$ cat config.mk
export PLATFORM = sky130hd
export DESIGN_NAME = ebrt_timer
export DESIGN_NICKNAME = d
export VERILOG_FILES = /design/src/ebrt_pkg.sv /design/src/ebrt_tick_if.sv /design/src/ebrt_timer.sv /design/src/ebrt_prescaler.sv /design/src/ebrt_event_sync.sv
export SDC_FILE = /design/constraint.sdc
export NUM_CORES = 1
export LEC_CHECK = 0
export BUFFER_PORTS_ARGS = -buffer_cell sky130_fd_sc_hd__buf_4
export CORE_MARGIN = 4
export CORE_UTILIZATION = 40
export DETAILED_ROUTE_END_ITERATION = 10
export GPL_ROUTABILITY_DRIVEN = 0
export GPL_TIMING_DRIVEN = 0
export HOLD_SLACK_MARGIN = 0.02
export MAX_ROUTING_LAYER = met4
export PLACE_DENSITY = 0.68
export SLEW_MARGIN = 25
export SYNTH_ARGS = -nofsm -noshare
export SYNTH_HDL_FRONTEND = slang
export SYNTH_SLANG_ARGS = --single-unit
$ cat constraint.sdc
create_clock -name clk -period 4.98 [get_ports clk]
set_input_delay 0.747 -clock clk [delete_from_list [all_inputs] [get_ports clk]]
set_output_delay 0.747 -clock clk [all_outputs]
set_load 0.01 [all_outputs]
$ cat src/ebrt_pkg.sv
// Purpose: shared constants for the eight-bit reload event timer
// Assumes: AXI4-Lite slave with 32-bit data and word-index addressing
// Notes: printed offsets are word indices; byte address is index times four

// ****************************************
// Timer constants
// ****************************************
package ebrt_pkg;
    localparam int unsigned ADDR_W = 18;
    localparam logic [15:0] MODE_IDX = 16'hFFB2;
    localparam logic [15:0] COUNT_IDX = 16'hFFB3;
    localparam logic [15:0] STAT_IDX = 16'hFFC0;
    localparam logic [15:0] MASK_IDX = 16'hFFC1;
    localparam logic [7:0] MODE_RST = 8'h78;
    localparam logic [7:0] COUNT_RST = 8'h00;
    localparam logic [7:0] RELOAD_RST = 8'h00;
    localparam logic [3:0] MODE_RSVD = 4'hF;
    localparam logic [7:0] COUNT_TOP = 8'hFF;
    localparam int unsigned MODE_BIT = 7;
    localparam int unsigned SRC_HI = 2;
    localparam int unsigned OVF_BIT = 0;
    localparam logic [2:0] SRC_RST = 3'h0;
    localparam logic [2:0] SRC_EVENT = 3'h7;
    localparam logic [13:0] DIV_8192 = 14'h2000;
    localparam logic [13:0] DIV_2048 = 14'h0800;
    localparam logic [13:0] DIV_512 = 14'h0200;
    localparam logic [13:0] DIV_256 = 14'h0100;
    localparam logic [13:0] DIV_64 = 14'h0040;
    localparam logic [13:0] DIV_16 = 14'h0010;
    localparam logic [13:0] DIV_4 = 14'h0004;
    localparam logic [1:0] RESP_OKAY = 2'h0;
    localparam logic [1:0] RESP_SLVERR = 2'h2;
    typedef enum logic {EBRT_RD_IDLE, EBRT_RD_RESP} ebrt_rd_t;
    typedef enum logic [1:0] {EBRT_WR_COLLECT, EBRT_WR_RESP} ebrt_wr_t;
endpackage : ebrt_pkg

$ cat src/ebrt_tick_if.sv
// Purpose: count-source signals between the timer and its tick sources
// Assumes: one clock domain
// Notes: ticks are one-cycle pulses
`timescale 1ns/100ps
`default_nettype none
interface ebrt_tick_if;
    logic [2:0] clk_sel;
    logic halt;
    logic edge_rise;
    logic pre_tick;
    logic evt_tick;
    modport prescaler (input clk_sel, input halt, output pre_tick);
    modport evsync (input edge_rise, output evt_tick);
    modport core (output clk_sel, output halt, output edge_rise, input pre_tick, input evt_tick);
endinterface : ebrt_tick_if
`default_nettype wire

$ cat src/ebrt_timer.sv
// Purpose: eight-bit up timer with interval and auto-reload modes
// Assumes: AXI4-Lite register access, one clock, async active-high reset
// Notes: counter and reload register share one index
//
// Added by the designer: the AXI4-Lite interface to the registers.
`timescale 1ns/100ps
`default_nettype none
module ebrt_timer
    import ebrt_pkg::*;
#(
    parameter logic [13:0] SLOW_DIV = DIV_8192
) (
    input wire logic clk,
    input wire logic rst,
    input wire logic [ADDR_W-1:0] s_axi_awaddr,
    input wire logic s_axi_awvalid,
    output logic s_axi_awready,
    input wire logic [31:0] s_axi_wdata,
    input wire logic [3:0] s_axi_wstrb,
    input wire logic s_axi_wvalid,
    output logic s_axi_wready,
    output logic [1:0] s_axi_bresp,
    output logic s_axi_bvalid,
    input wire logic s_axi_bready,
    input wire logic [ADDR_W-1:0] s_axi_araddr,
    input wire logic s_axi_arvalid,
    output logic s_axi_arready,
    output logic [31:0] s_axi_rdata,
    output logic [1:0] s_axi_rresp,
    output logic s_axi_rvalid,
    input wire logic s_axi_rready,
    input wire logic event_input_pin,
    input wire logic event_edge_select,
    input wire logic low_power_halt,
    output logic irq
);
    ebrt_tick_if tk ();

    logic reload_mode_q;
    logic [2:0] clock_source_q;
    logic [7:0] count_q;
    logic [7:0] reload_q;
    logic ovf_flag_q;
    logic ovf_en_q;
    logic [ADDR_W-1:0] awaddr_q;
    logic [7:0] wbyte_q;
    logic wlane_q;
    logic aw_have_q;
    logic w_have_q;
    ebrt_wr_t wr_q;
    ebrt_rd_t rd_q;
    logic do_write;
    logic wr_mode;
    logic wr_load;
    logic wr_stat;
    logic wr_mask;
    logic wr_hit;
    logic adv;
    logic ovf;
    logic [7:0] mode_rd;
    logic [31:0] rd_val;
    logic rd_hit;

    function automatic logic is_idx(input logic [ADDR_W-1:0] a, input logic [15:0] idx);
        is_idx = (a[ADDR_W-1:2] == idx) && (a[1:0] == 2'h0);
    endfunction : is_idx

    // ****************************************
    // Tick sources
    // ****************************************
    assign tk.clk_sel = clock_source_q;
    assign tk.halt = low_power_halt;
    assign tk.edge_rise = event_edge_select;

    ebrt_prescaler #(.SLOW_DIV(SLOW_DIV)) u_pre (
        .clk(clk),
        .rst(rst),
        .tk(tk.prescaler)
    );

    ebrt_event_sync u_evt (
        .clk(clk),
        .rst(rst),
        .pin(event_input_pin),
        .tk(tk.evsync)
    );

    // ****************************************
    // Write channel
    // ****************************************
    // Address and data are taken in either order and held until both are in
    always_ff @(posedge clk or posedge rst) begin
        if (rst) begin
            aw_have_q <= 1'b0;
            awaddr_q <= '0;
        end else if (s_axi_awvalid && s_axi_awready) begin
            aw_have_q <= 1'b1;
            awaddr_q <= s_axi_awaddr;
        end else if (do_write) begin
            aw_have_q <= 1'b0;
        end
    end

    always_ff @(posedge clk or posedge rst) begin
        if (rst) begin
            w_have_q <= 1'b0;
            wbyte_q <= 8'h00;
            wlane_q <= 1'b0;
        end else if (s_axi_wvalid && s_axi_wready) begin
            w_have_q <= 1'b1;
            wbyte_q <= s_axi_wdata[7:0];
            wlane_q <= s_axi_wstrb[0];
        end else if (do_write) begin
            w_have_q <= 1'b0;
        end
    end

    always_comb begin
        do_write = (wr_q == EBRT_WR_COLLECT) && aw_have_q && w_have_q;
        wr_mode = do_write && wlane_q && is_idx(awaddr_q, MODE_IDX);
        wr_load = do_write && wlane_q && is_idx(awaddr_q, COUNT_IDX);
        wr_stat = do_write && wlane_q && is_idx(awaddr_q, STAT_IDX);
        wr_mask = do_write && wlane_q && is_idx(awaddr_q, MASK_IDX);
        wr_hit = is_idx(awaddr_q, MODE_IDX) || is_idx(awaddr_q, COUNT_IDX)
            || is_idx(awaddr_q, STAT_IDX) || is_idx(awaddr_q, MASK_IDX);
    end

    always_ff @(posedge clk or posedge rst) begin
        if (rst) begin
            wr_q <= EBRT_WR_COLLECT;
            s_axi_awready <= 1'b0;
            s_axi_wready <= 1'b0;
            s_axi_bvalid <= 1'b0;
            s_axi_bresp <= RESP_OKAY;
        end else begin
            case (wr_q)
                EBRT_WR_COLLECT: begin
                    s_axi_awready <= !aw_have_q && !(s_axi_awvalid && s_axi_awready);
                    s_axi_wready <= !w_have_q && !(s_axi_wvalid && s_axi_wready);
                    if (do_write) begin
                        wr_q <= EBRT_WR_RESP;
                        s_axi_bvalid <= 1'b1;
                        s_axi_bresp <= wr_hit ? RESP_OKAY : RESP_SLVERR;
                    end
                end
                EBRT_WR_RESP: begin
                    if (s_axi_bready) begin
                        wr_q <= EBRT_WR_COLLECT;
                        s_axi_bvalid <= 1'b0;
                        s_axi_awready <= 1'b1;
                        s_axi_wready <= 1'b1;
                    end
                end
                default: begin
                    wr_q <= EBRT_WR_COLLECT;
                end
            endcase
        end
    end

    // ****************************************
    // Mode register
    // ****************************************
    // Only bit 7 and the source field are stored; the rest are constant
    always_ff @(posedge clk or posedge rst) begin
        if (rst) begin
            reload_mode_q <= MODE_RST[MODE_BIT];
            clock_source_q <= SRC_RST;
        end else if (wr_mode) begin
            reload_mode_q <= wbyte_q[MODE_BIT];
            clock_source_q <= wbyte_q[SRC_HI:0];
        end
    end

    always_comb begin
        mode_rd = {reload_mode_q, MODE_RSVD, clock_source_q};
    end

    // ****************************************
    // Counter and reload
    // ****************************************
    always_comb begin
        if (clock_source_q == SRC_EVENT) begin
            adv = tk.evt_tick && !low_power_halt;
        end else begin
            // Gate here too: a tick launched just before halt must not count
            adv = tk.pre_tick && !low_power_halt;
        end
        ovf = adv && (count_q == COUNT_TOP);
    end

    always_ff @(posedge clk or posedge rst) begin
        if (rst) begin
            reload_q <= RELOAD_RST;
        end else if (wr_load) begin
            reload_q <= wbyte_q;
        end
    end

    // Free-running from reset; a load write beats a same-cycle tick
    always_ff @(posedge clk or posedge rst) begin
        if (rst) begin
            count_q <= COUNT_RST;
        end else if (wr_load) begin
            count_q <= wbyte_q;
        end else if (ovf) begin
            count_q <= reload_mode_q ? reload_q : COUNT_RST;
        end else if (adv) begin
            count_q <= count_q + 8'h01;
        end
    end

    // ****************************************
    // Interrupt status and mask
    // ****************************************
    // Overflow in the clearing cycle still sets the flag
    always_ff @(posedge clk or posedge rst) begin
        if (rst) begin
            ovf_flag_q <= 1'b0;
        end else if (ovf) begin
            ovf_flag_q <= 1'b1;
        end else if (wr_stat && wbyte_q[OVF_BIT]) begin
            ovf_flag_q <= 1'b0;
        end
    end

    always_ff @(posedge clk or posedge rst) begin
        if (rst) begin
            ovf_en_q <= 1'b0;
        end else if (wr_mask) begin
            ovf_en_q <= wbyte_q[OVF_BIT];
        end
    end

    always_ff @(posedge clk or posedge rst) begin
        if (rst) begin
            irq <= 1'b0;
        end else begin
            irq <= ovf_flag_q && ovf_en_q;
        end
    end

    // ****************************************
    // Read channel
    // ****************************************
    // Reading the count is side-effect free
    always_comb begin
        rd_hit = 1'b1;
        rd_val = 32'h0000_0000;
        if (is_idx(s_axi_araddr, MODE_IDX)) begin
            rd_val[7:0] = mode_rd;
        end else if (is_idx(s_axi_araddr, COUNT_IDX)) begin
            rd_val[7:0] = count_q;
        end else if (is_idx(s_axi_araddr, STAT_IDX)) begin
            rd_val[OVF_BIT] = ovf_flag_q;
        end else if (is_idx(s_axi_araddr, MASK_IDX)) begin
            rd_val[OVF_BIT] = ovf_en_q;
        end else begin
            rd_hit = 1'b0;
        end
    end

    always_ff @(posedge clk or posedge rst) begin
        if (rst) begin
            rd_q <= EBRT_RD_IDLE;
            s_axi_arready <= 1'b0;
            s_axi_rvalid <= 1'b0;
            s_axi_rdata <= 32'h0000_0000;
            s_axi_rresp <= RESP_OKAY;
        end else begin
            case (rd_q)
                EBRT_RD_IDLE: begin
                    if (s_axi_arvalid && s_axi_arready) begin
                        rd_q <= EBRT_RD_RESP;
                        s_axi_arready <= 1'b0;
                        s_axi_rvalid <= 1'b1;
                        s_axi_rdata <= rd_val;
                        s_axi_rresp <= rd_hit ? RESP_OKAY : RESP_SLVERR;
                    end else begin
                        s_axi_arready <= 1'b1;
                    end
                end
                EBRT_RD_RESP: begin
                    if (s_axi_rready) begin
                        rd_q <= EBRT_RD_IDLE;
                        s_axi_rvalid <= 1'b0;
                        s_axi_arready <= 1'b1;
                    end
                end
                default: begin
                    rd_q <= EBRT_RD_IDLE;
                end
            endcase
        end
    end
endmodule : ebrt_timer
`default_nettype wire

$ cat src/ebrt_prescaler.sv
// Purpose: system clock prescaler with seven selectable taps
// Assumes: divisors are powers of two, at most 8192
// Notes: stops with the timer in low-power states
`timescale 1ns/100ps
`default_nettype none
module ebrt_prescaler
    import ebrt_pkg::*;
#(
    parameter logic [13:0] SLOW_DIV = DIV_8192
) (
    input wire logic clk,
    input wire logic rst,
    ebrt_tick_if.prescaler tk
);
    logic [12:0] cnt_q;
    logic [12:0] mask;

    function automatic logic [12:0] tap_mask(input logic [2:0] sel);
        logic [13:0] div;
        case (sel)
            3'h0: div = SLOW_DIV;
            3'h1: div = DIV_2048;
            3'h2: div = DIV_512;
            3'h3: div = DIV_256;
            3'h4: div = DIV_64;
            3'h5: div = DIV_16;
            default: div = DIV_4;
        endcase
        tap_mask = 13'(div - 14'h0001);
    endfunction : tap_mask

    always_comb begin
        mask = tap_mask(tk.clk_sel);
    end

    // ****************************************
    // Free-running divider
    // ****************************************
    always_ff @(posedge clk or posedge rst) begin
        if (rst) begin
            cnt_q <= 13'h0000;
        end else if (!tk.halt) begin
            cnt_q <= cnt_q + 13'h0001;
        end
    end

    always_ff @(posedge clk or posedge rst) begin
        if (rst) begin
            tk.pre_tick <= 1'b0;
        end else begin
            tk.pre_tick <= !tk.halt && ((cnt_q & mask) == mask);
        end
    end
endmodule : ebrt_prescaler
`default_nettype wire

$ cat src/ebrt_event_sync.sv
// Purpose: synchronise the event pin and pick out the chosen edge
// Assumes: pin is asynchronous to clk
// Notes: a level counts once the second and third stages agree
`timescale 1ns/100ps
`default_nettype none
module ebrt_event_sync
    import ebrt_pkg::*;
(
    input wire logic clk,
    input wire logic rst,
    input wire logic pin,
    ebrt_tick_if.evsync tk
);
    logic s1_q;
    logic s2_q;
    logic s3_q;
    logic lvl_q;
    logic agree;

    always_ff @(posedge clk or posedge rst) begin
        if (rst) begin
            s1_q <= 1'b0;
            s2_q <= 1'b0;
            s3_q <= 1'b0;
        end else begin
            s1_q <= pin;
            s2_q <= s1_q;
            s3_q <= s2_q;
        end
    end

    always_comb begin
        agree = (s2_q == s3_q);
    end

    // Accepted level; each change is seen once
    always_ff @(posedge clk or posedge rst) begin
        if (rst) begin
            lvl_q <= 1'b0;
        end else if (agree) begin
            lvl_q <= s3_q;
        end
    end

    always_ff @(posedge clk or posedge rst) begin
        if (rst) begin
            tk.evt_tick <= 1'b0;
        end else begin
            tk.evt_tick <= agree && (s3_q != lvl_q) && (s3_q == tk.edge_rise);
        end
    end
endmodule : ebrt_event_sync
`default_nettype wire

# Yosys cells after proc, flatten, opt, wreduce, memory -nomap -nowiden
# Cells that the tools add are included.
# word_totals
register_bits,91
input_bits,82
# classes
n_bitwise,2
add_sub_neg,3
n_eq_ne,24
mux,40
reduce_logical,51
# ops
op,count
== test 16 bit (second input constant),8
case mux 12 bit (6 select lines),1
two-way mux 8 bit,5
logical AND 1 bit,28
two-way mux 1 bit,22
adder 13 x 1 -> 13 bit (second input constant),1
bitwise AND 13 bit,1
== test 13 bit,1
subtractor 13 x 1 -> 13 bit (second input constant),1
case mux 1 bit (2 select lines),6
AND reduction 2 bit,5
== test 3 bit (second input constant),3
adder 8 x 1 -> 8 bit (second input constant),1
== test 8 bit (second input constant),1
two-way mux 2 bit,4
!= test 2 bit (second input constant),4
nonzero test 2 bit,4
two-way mux 7 bit,1
== test 3 x 2 -> 1 bit (second input constant),2
logical NOT 2 bit,3
logical NOT 1 bit,5
case mux 2 bit (2 select lines),1
== test 3 x 1 -> 1 bit (second input constant),1
logical NOT 3 bit,1
other kinds (7),10

# Longest topological paths before layout
# depth
ltp_word,8
ltp_mapped,7
depth_no_buf,6

# Hierarchy
# Synthesis repeated with hierarchy kept, for this count alone.
# unflattened
cells_unflattened,373
area_unflattened_um2,4077.7
# modules_own_cells
module,cells_per_inst,seq_area_each_um2,area_per_inst_um2,instances
ebrt_timer,301,1701.6,3240.6,1
ebrt_prescaler,62,350.3,675.6,1
ebrt_event_sync,10,125.1,161.4,1

# Worst setup path before layout
# Ideal clock, no wire load.
# synth_timing
kind,in2reg
from,input low_power_halt
to,register count_q[4]
setup_time_ns,0.127
n_path_buf,2
slack_ns,3.048
stages,7
arrival_ns,1.805
required_time_ns,4.853
cell_sequence,clkbuf_1 -> nand2b_1 -> mux2i_1 -> buf_2 -> nand2_1 -> a31oi_1 -> o31ai_1
# synth_via
elab_chain_len,6
# synth_lines
item,line,source
"start, declared",ebrt_timer.sv:34,"input wire logic low_power_halt,"
logical NOT 1 bit (*),n/a,
logical AND 1 bit (on tied branches),"ebrt_timer.sv:187, ebrt_timer.sv:184",
two-way mux 1 bit (*),ebrt_timer.sv:183,if (clock_source_q == SRC_EVENT) begin
logical AND 1 bit,ebrt_timer.sv:189,ovf = adv && (count_q == COUNT_TOP);
two-way mux 8 bit,ebrt_timer.sv:206,end else if (ovf) begin
two-way mux 8 bit,ebrt_timer.sv:204,end else if (wr_load) begin
"end signal, assigned",ebrt_timer.sv:205,count_q <= wbyte_q;
"end signal, assigned",ebrt_timer.sv:207,count_q <= reload_mode_q ? reload_q : COUNT_RST;
"end signal, assigned",ebrt_timer.sv:209,count_q <= count_q + 8'h01;
"end, declared",ebrt_timer.sv:41,logic [7:0] count_q;
# Mark *: on every way between the ends. The rest lies on a longest branch, timed or not.
# A chain may end at the register's enable or synchronous reset.

# Worst setup path after layout
# Same ends and word-level chain as after synthesis.

==> flow_metrics.tcl <==
set metrics [dict create \
    status "finished, final reports clean" \
    clkPwrFrac_pct 27.2 \
    hpwl_um 6220 \
    cp-startpoint "low_power_halt" \
    worstPathCellList "clkbuf_1, nand2b_1, mux2i_1, buf_2, nand2_1, a31oi_1, o31ai_1" \
    endpoint "count_q[4]" \
    regToRegStartpoint "clock_source_q[1]" \
    finalSetupViolCount 0 \
    rsz0062_at_grt "false" \
    ctsResizeCount 0 \
    worst-path-max-fanout 10 \
    rows 36 \
    yosysTopAreaCell "dfrtp_1" \
    areaGrowthSynthToFinish_pct 24.5 \
    grt_pass1_vias 2948 \
    clock.fmax_mhz 516 \
    vias 2986 \
    grt_pass1_wl_um 13700 \
    cp.required_ps 5210 \
    endpoint_kind "flip-flop" \
    synth_seq_cells 87 \
    cts_tree "yes" \
    clockBufferDepth 2 \
    postRouteWirelength_um 8200 \
    ys.flop_type "dfrtp_1" \
    yosys_warnings 0 \
    share_comb_of_total_power_pct 21.8 \
    slowest_delay_ps 440 \
    synthCells 381 \
    netlist_area_um2 4120 \
    dr.pass1.iters 6 \
    p_int_mw 1.40 \
    cts_setup_buffers 0 \
    worstMarginPinSlew_ps 575 \
    netlist.area_leader.share_pct 52.9 \
    seq_area_frac_synth_pct 52.9 \
    hold_buffers 0 \
    clk_pin_slew_ps 80 \
    pwr-share-seq_pct 51.0 \
    drc_errors 0 \
    worst_clock_skew_ps 9.27 \
    p_sw_share_pct 28.1 \
    timing.final.max_slew_violations 0 \
    holdCritPathClass "reg2reg" \
    timing.reg2reg.worst_path_depth 7 \
    arrival_ps 2170 \
    ir_worst_vdd_v 0.000211 \
    hold_viol 0 \
    clk_latency_ps 350 \
    fin_nets 571 \
    cts_htree_levels 3 \
    yosysMostFrequentCell "dfrtp_1" \
    synth_cell_types 55 \
    period_needed_ps 1940 \
    synth.avg_cell_area_um2 10.8 \
    finalSetupTns_ps 0 \
    synth-edff-count 0 \
    startpoint_type "input port" \
    maxCapViolCount 0 \
    wl_per_cell_um 13.1 \
    overflow 0 \
    pin_count 124 \
    antenna_left 0 \
    drive_gt1_share_pct 32.6 \
    die_area_um2 12000 \
    p_per_area_nw_per_um2 381 \
    async_reset_ff_share_pct 100 \
    reg2reg_slack_ps 3090 \
    timing.rr.end "count_q[4]" \
    slew_headroom_pct 61.3 \
    diodes 0 \
    cts_buffers 9 \
    synth.cells.most_frequent "dfrtp_1, nand2_1, mux2_2" \
    critPathKind "in2reg" \
    dpl_cell_area_um2 4910 \
    final_area_um2 5120 \
    via_per_inst 4.79 \
    grtUsageTotal_pct 14.8 \
    grt_start_max_net_pins 46 \
    start_util_pct 41.5 \
    slowest_stage "mux2i_1" \
    fin_crit_sh_pct 38.9 \
    power_leakage_nw 2.42 \
    core_um2 9910 \
    numPortBuffers 68 \
    p_sw_uw 549 \
    drt_first_iter_violations 62 \
    die_w_um 109 \
    cts-root-buf "clkbuf_8" \
    numClockSinks 87 \
    dieHeight_um 109 \
    synth_area_leaders "dfrtp_1, mux2_2, nand2_1" \
    antenna_found_initial 0 \
]
==> power groups by stage <==
stage	registers [mW]	clock network, mW	logic (mW)
after global placement	1.00	0	0.414
after global routing	1.02	0.575	0.479
after detailed placement	1.01	0	0.432
final	0.995	0.532	0.425
after CTS	0.999	0.547	0.433
after floorplan	0.985	0	0.309
==> registers in the layout, summed over array words and instances, names as in the netlist, 3 cells and up <==
name,count
awaddr_q,18
u_pre.cnt_q,13
count_q,8
reload_q,8
s_axi_rdata,8
wbyte_q,8
clock_source_q,3
==> worst min path at each step <==
stage | cells after the start | startpoint | endpoint
after CTS | 0 | u_evt.s1_q | u_evt.s2_q
after global routing | 0 | u_evt.s1_q | u_evt.s2_q
after detailed placement | 0 | u_evt.s1_q | u_evt.s2_q
after global placement | 0 | u_evt.s1_q | u_evt.s2_q
after floorplan | 0 | u_evt.s1_q | u_evt.s2_q
final | 0 | u_evt.s1_q | u_evt.s2_q
==> per-layer routing <==
layer | track usage (%) | vias up | part of all wire (%)
li1 | - | 1479 | -
met1 | 18.7 | 1393 | 46
met2 | 22.8 | 103 | 44
met3 | 5.34 | 11 | 8.8
met4 | 3.92 | 0 | 1.2
met5 | - | - | 0
==> worst max-delay path: cells and delay by family <==
kind,cells,cell delay [ps]
buffers and inverters,2,460
multiplexers,1,440
AND/OR/NAND/NOR,2,240
AO/OA/AOI/OAI,2,260
==> stage by stage <==
step,total power [mW],cells,util [%],setup slack (ps),hold WS [ps]
4_1_cts,1.98,624,51.7,3060,358
2_1_floorplan,1.29,406,-,1980,331
3_5_place_dp,1.44,608,49.5,2680,338
5_1_grt,2.08,624,51.7,2900,373
6_report,1.95,624,51.7,3040,355
3_3_place_gp,1.42,607,49.3,1020,335
==> final cells by class <==
| class | instances | area [µm²] |
|---|---|---|
| multi-input combinational | 274 | 1750 |
| timing repair buffer | 69 | 531 |
| tap | 133 | 166 |
| inverter | 5 | 21.3 |
| clock buffer | 11 | 131 |
| buffer | 40 | 264 |
| clock inverter | 5 | 82.6 |
| sequential | 87 | 2180 |
| fill | 905 | 4790 |
==> cells in the final DEF, fill, tap and decap left out, types with 2 or more instances in the layout <==
cell        n
nand2b_1    6
conb_1     26
mux2i_1     4
ha_1        3
nand2_1    63
inv_1       4
nor2_1     16
and4_1      2
clkbuf_8    9
o21ai_0    10
o21ai_1     3
nand4_1     4
clkbuf_1    9
bufinv_16   2
and2_1      2
nor3_1      3
dfrtp_1    87
mux2_2     34
a21oi_1     8
clkinv_4    2
xnor2_1    12
buf_2       4
and2b_1     2
nor2b_1     3
o31ai_1    10
nand3_1    17
nor4_1      3
nor3b_1     2
and3_1      3
a31oi_1     3
buf_4      97
o21a_1      2
nand4b_1    4
xor2_1      4
nand3b_1    2
==> logic make-up after synthesis <==
kind of cell / count (synthesis) / synth area share (%)
and+or+nand+nor: 141 / 17.3
DFF: 87 / 52.9
AOI/OAI and AO/OA: 49 / 7.99
buffers and inverters: 45 / 6.87
muxes: 38 / 10.3
xor gates and xnor gates: 16 / 3.40
adders and majority gates: 4 / 1.16
other: 1 / 0.0911
Note: power is estimated with default switching activity, not from simulation.
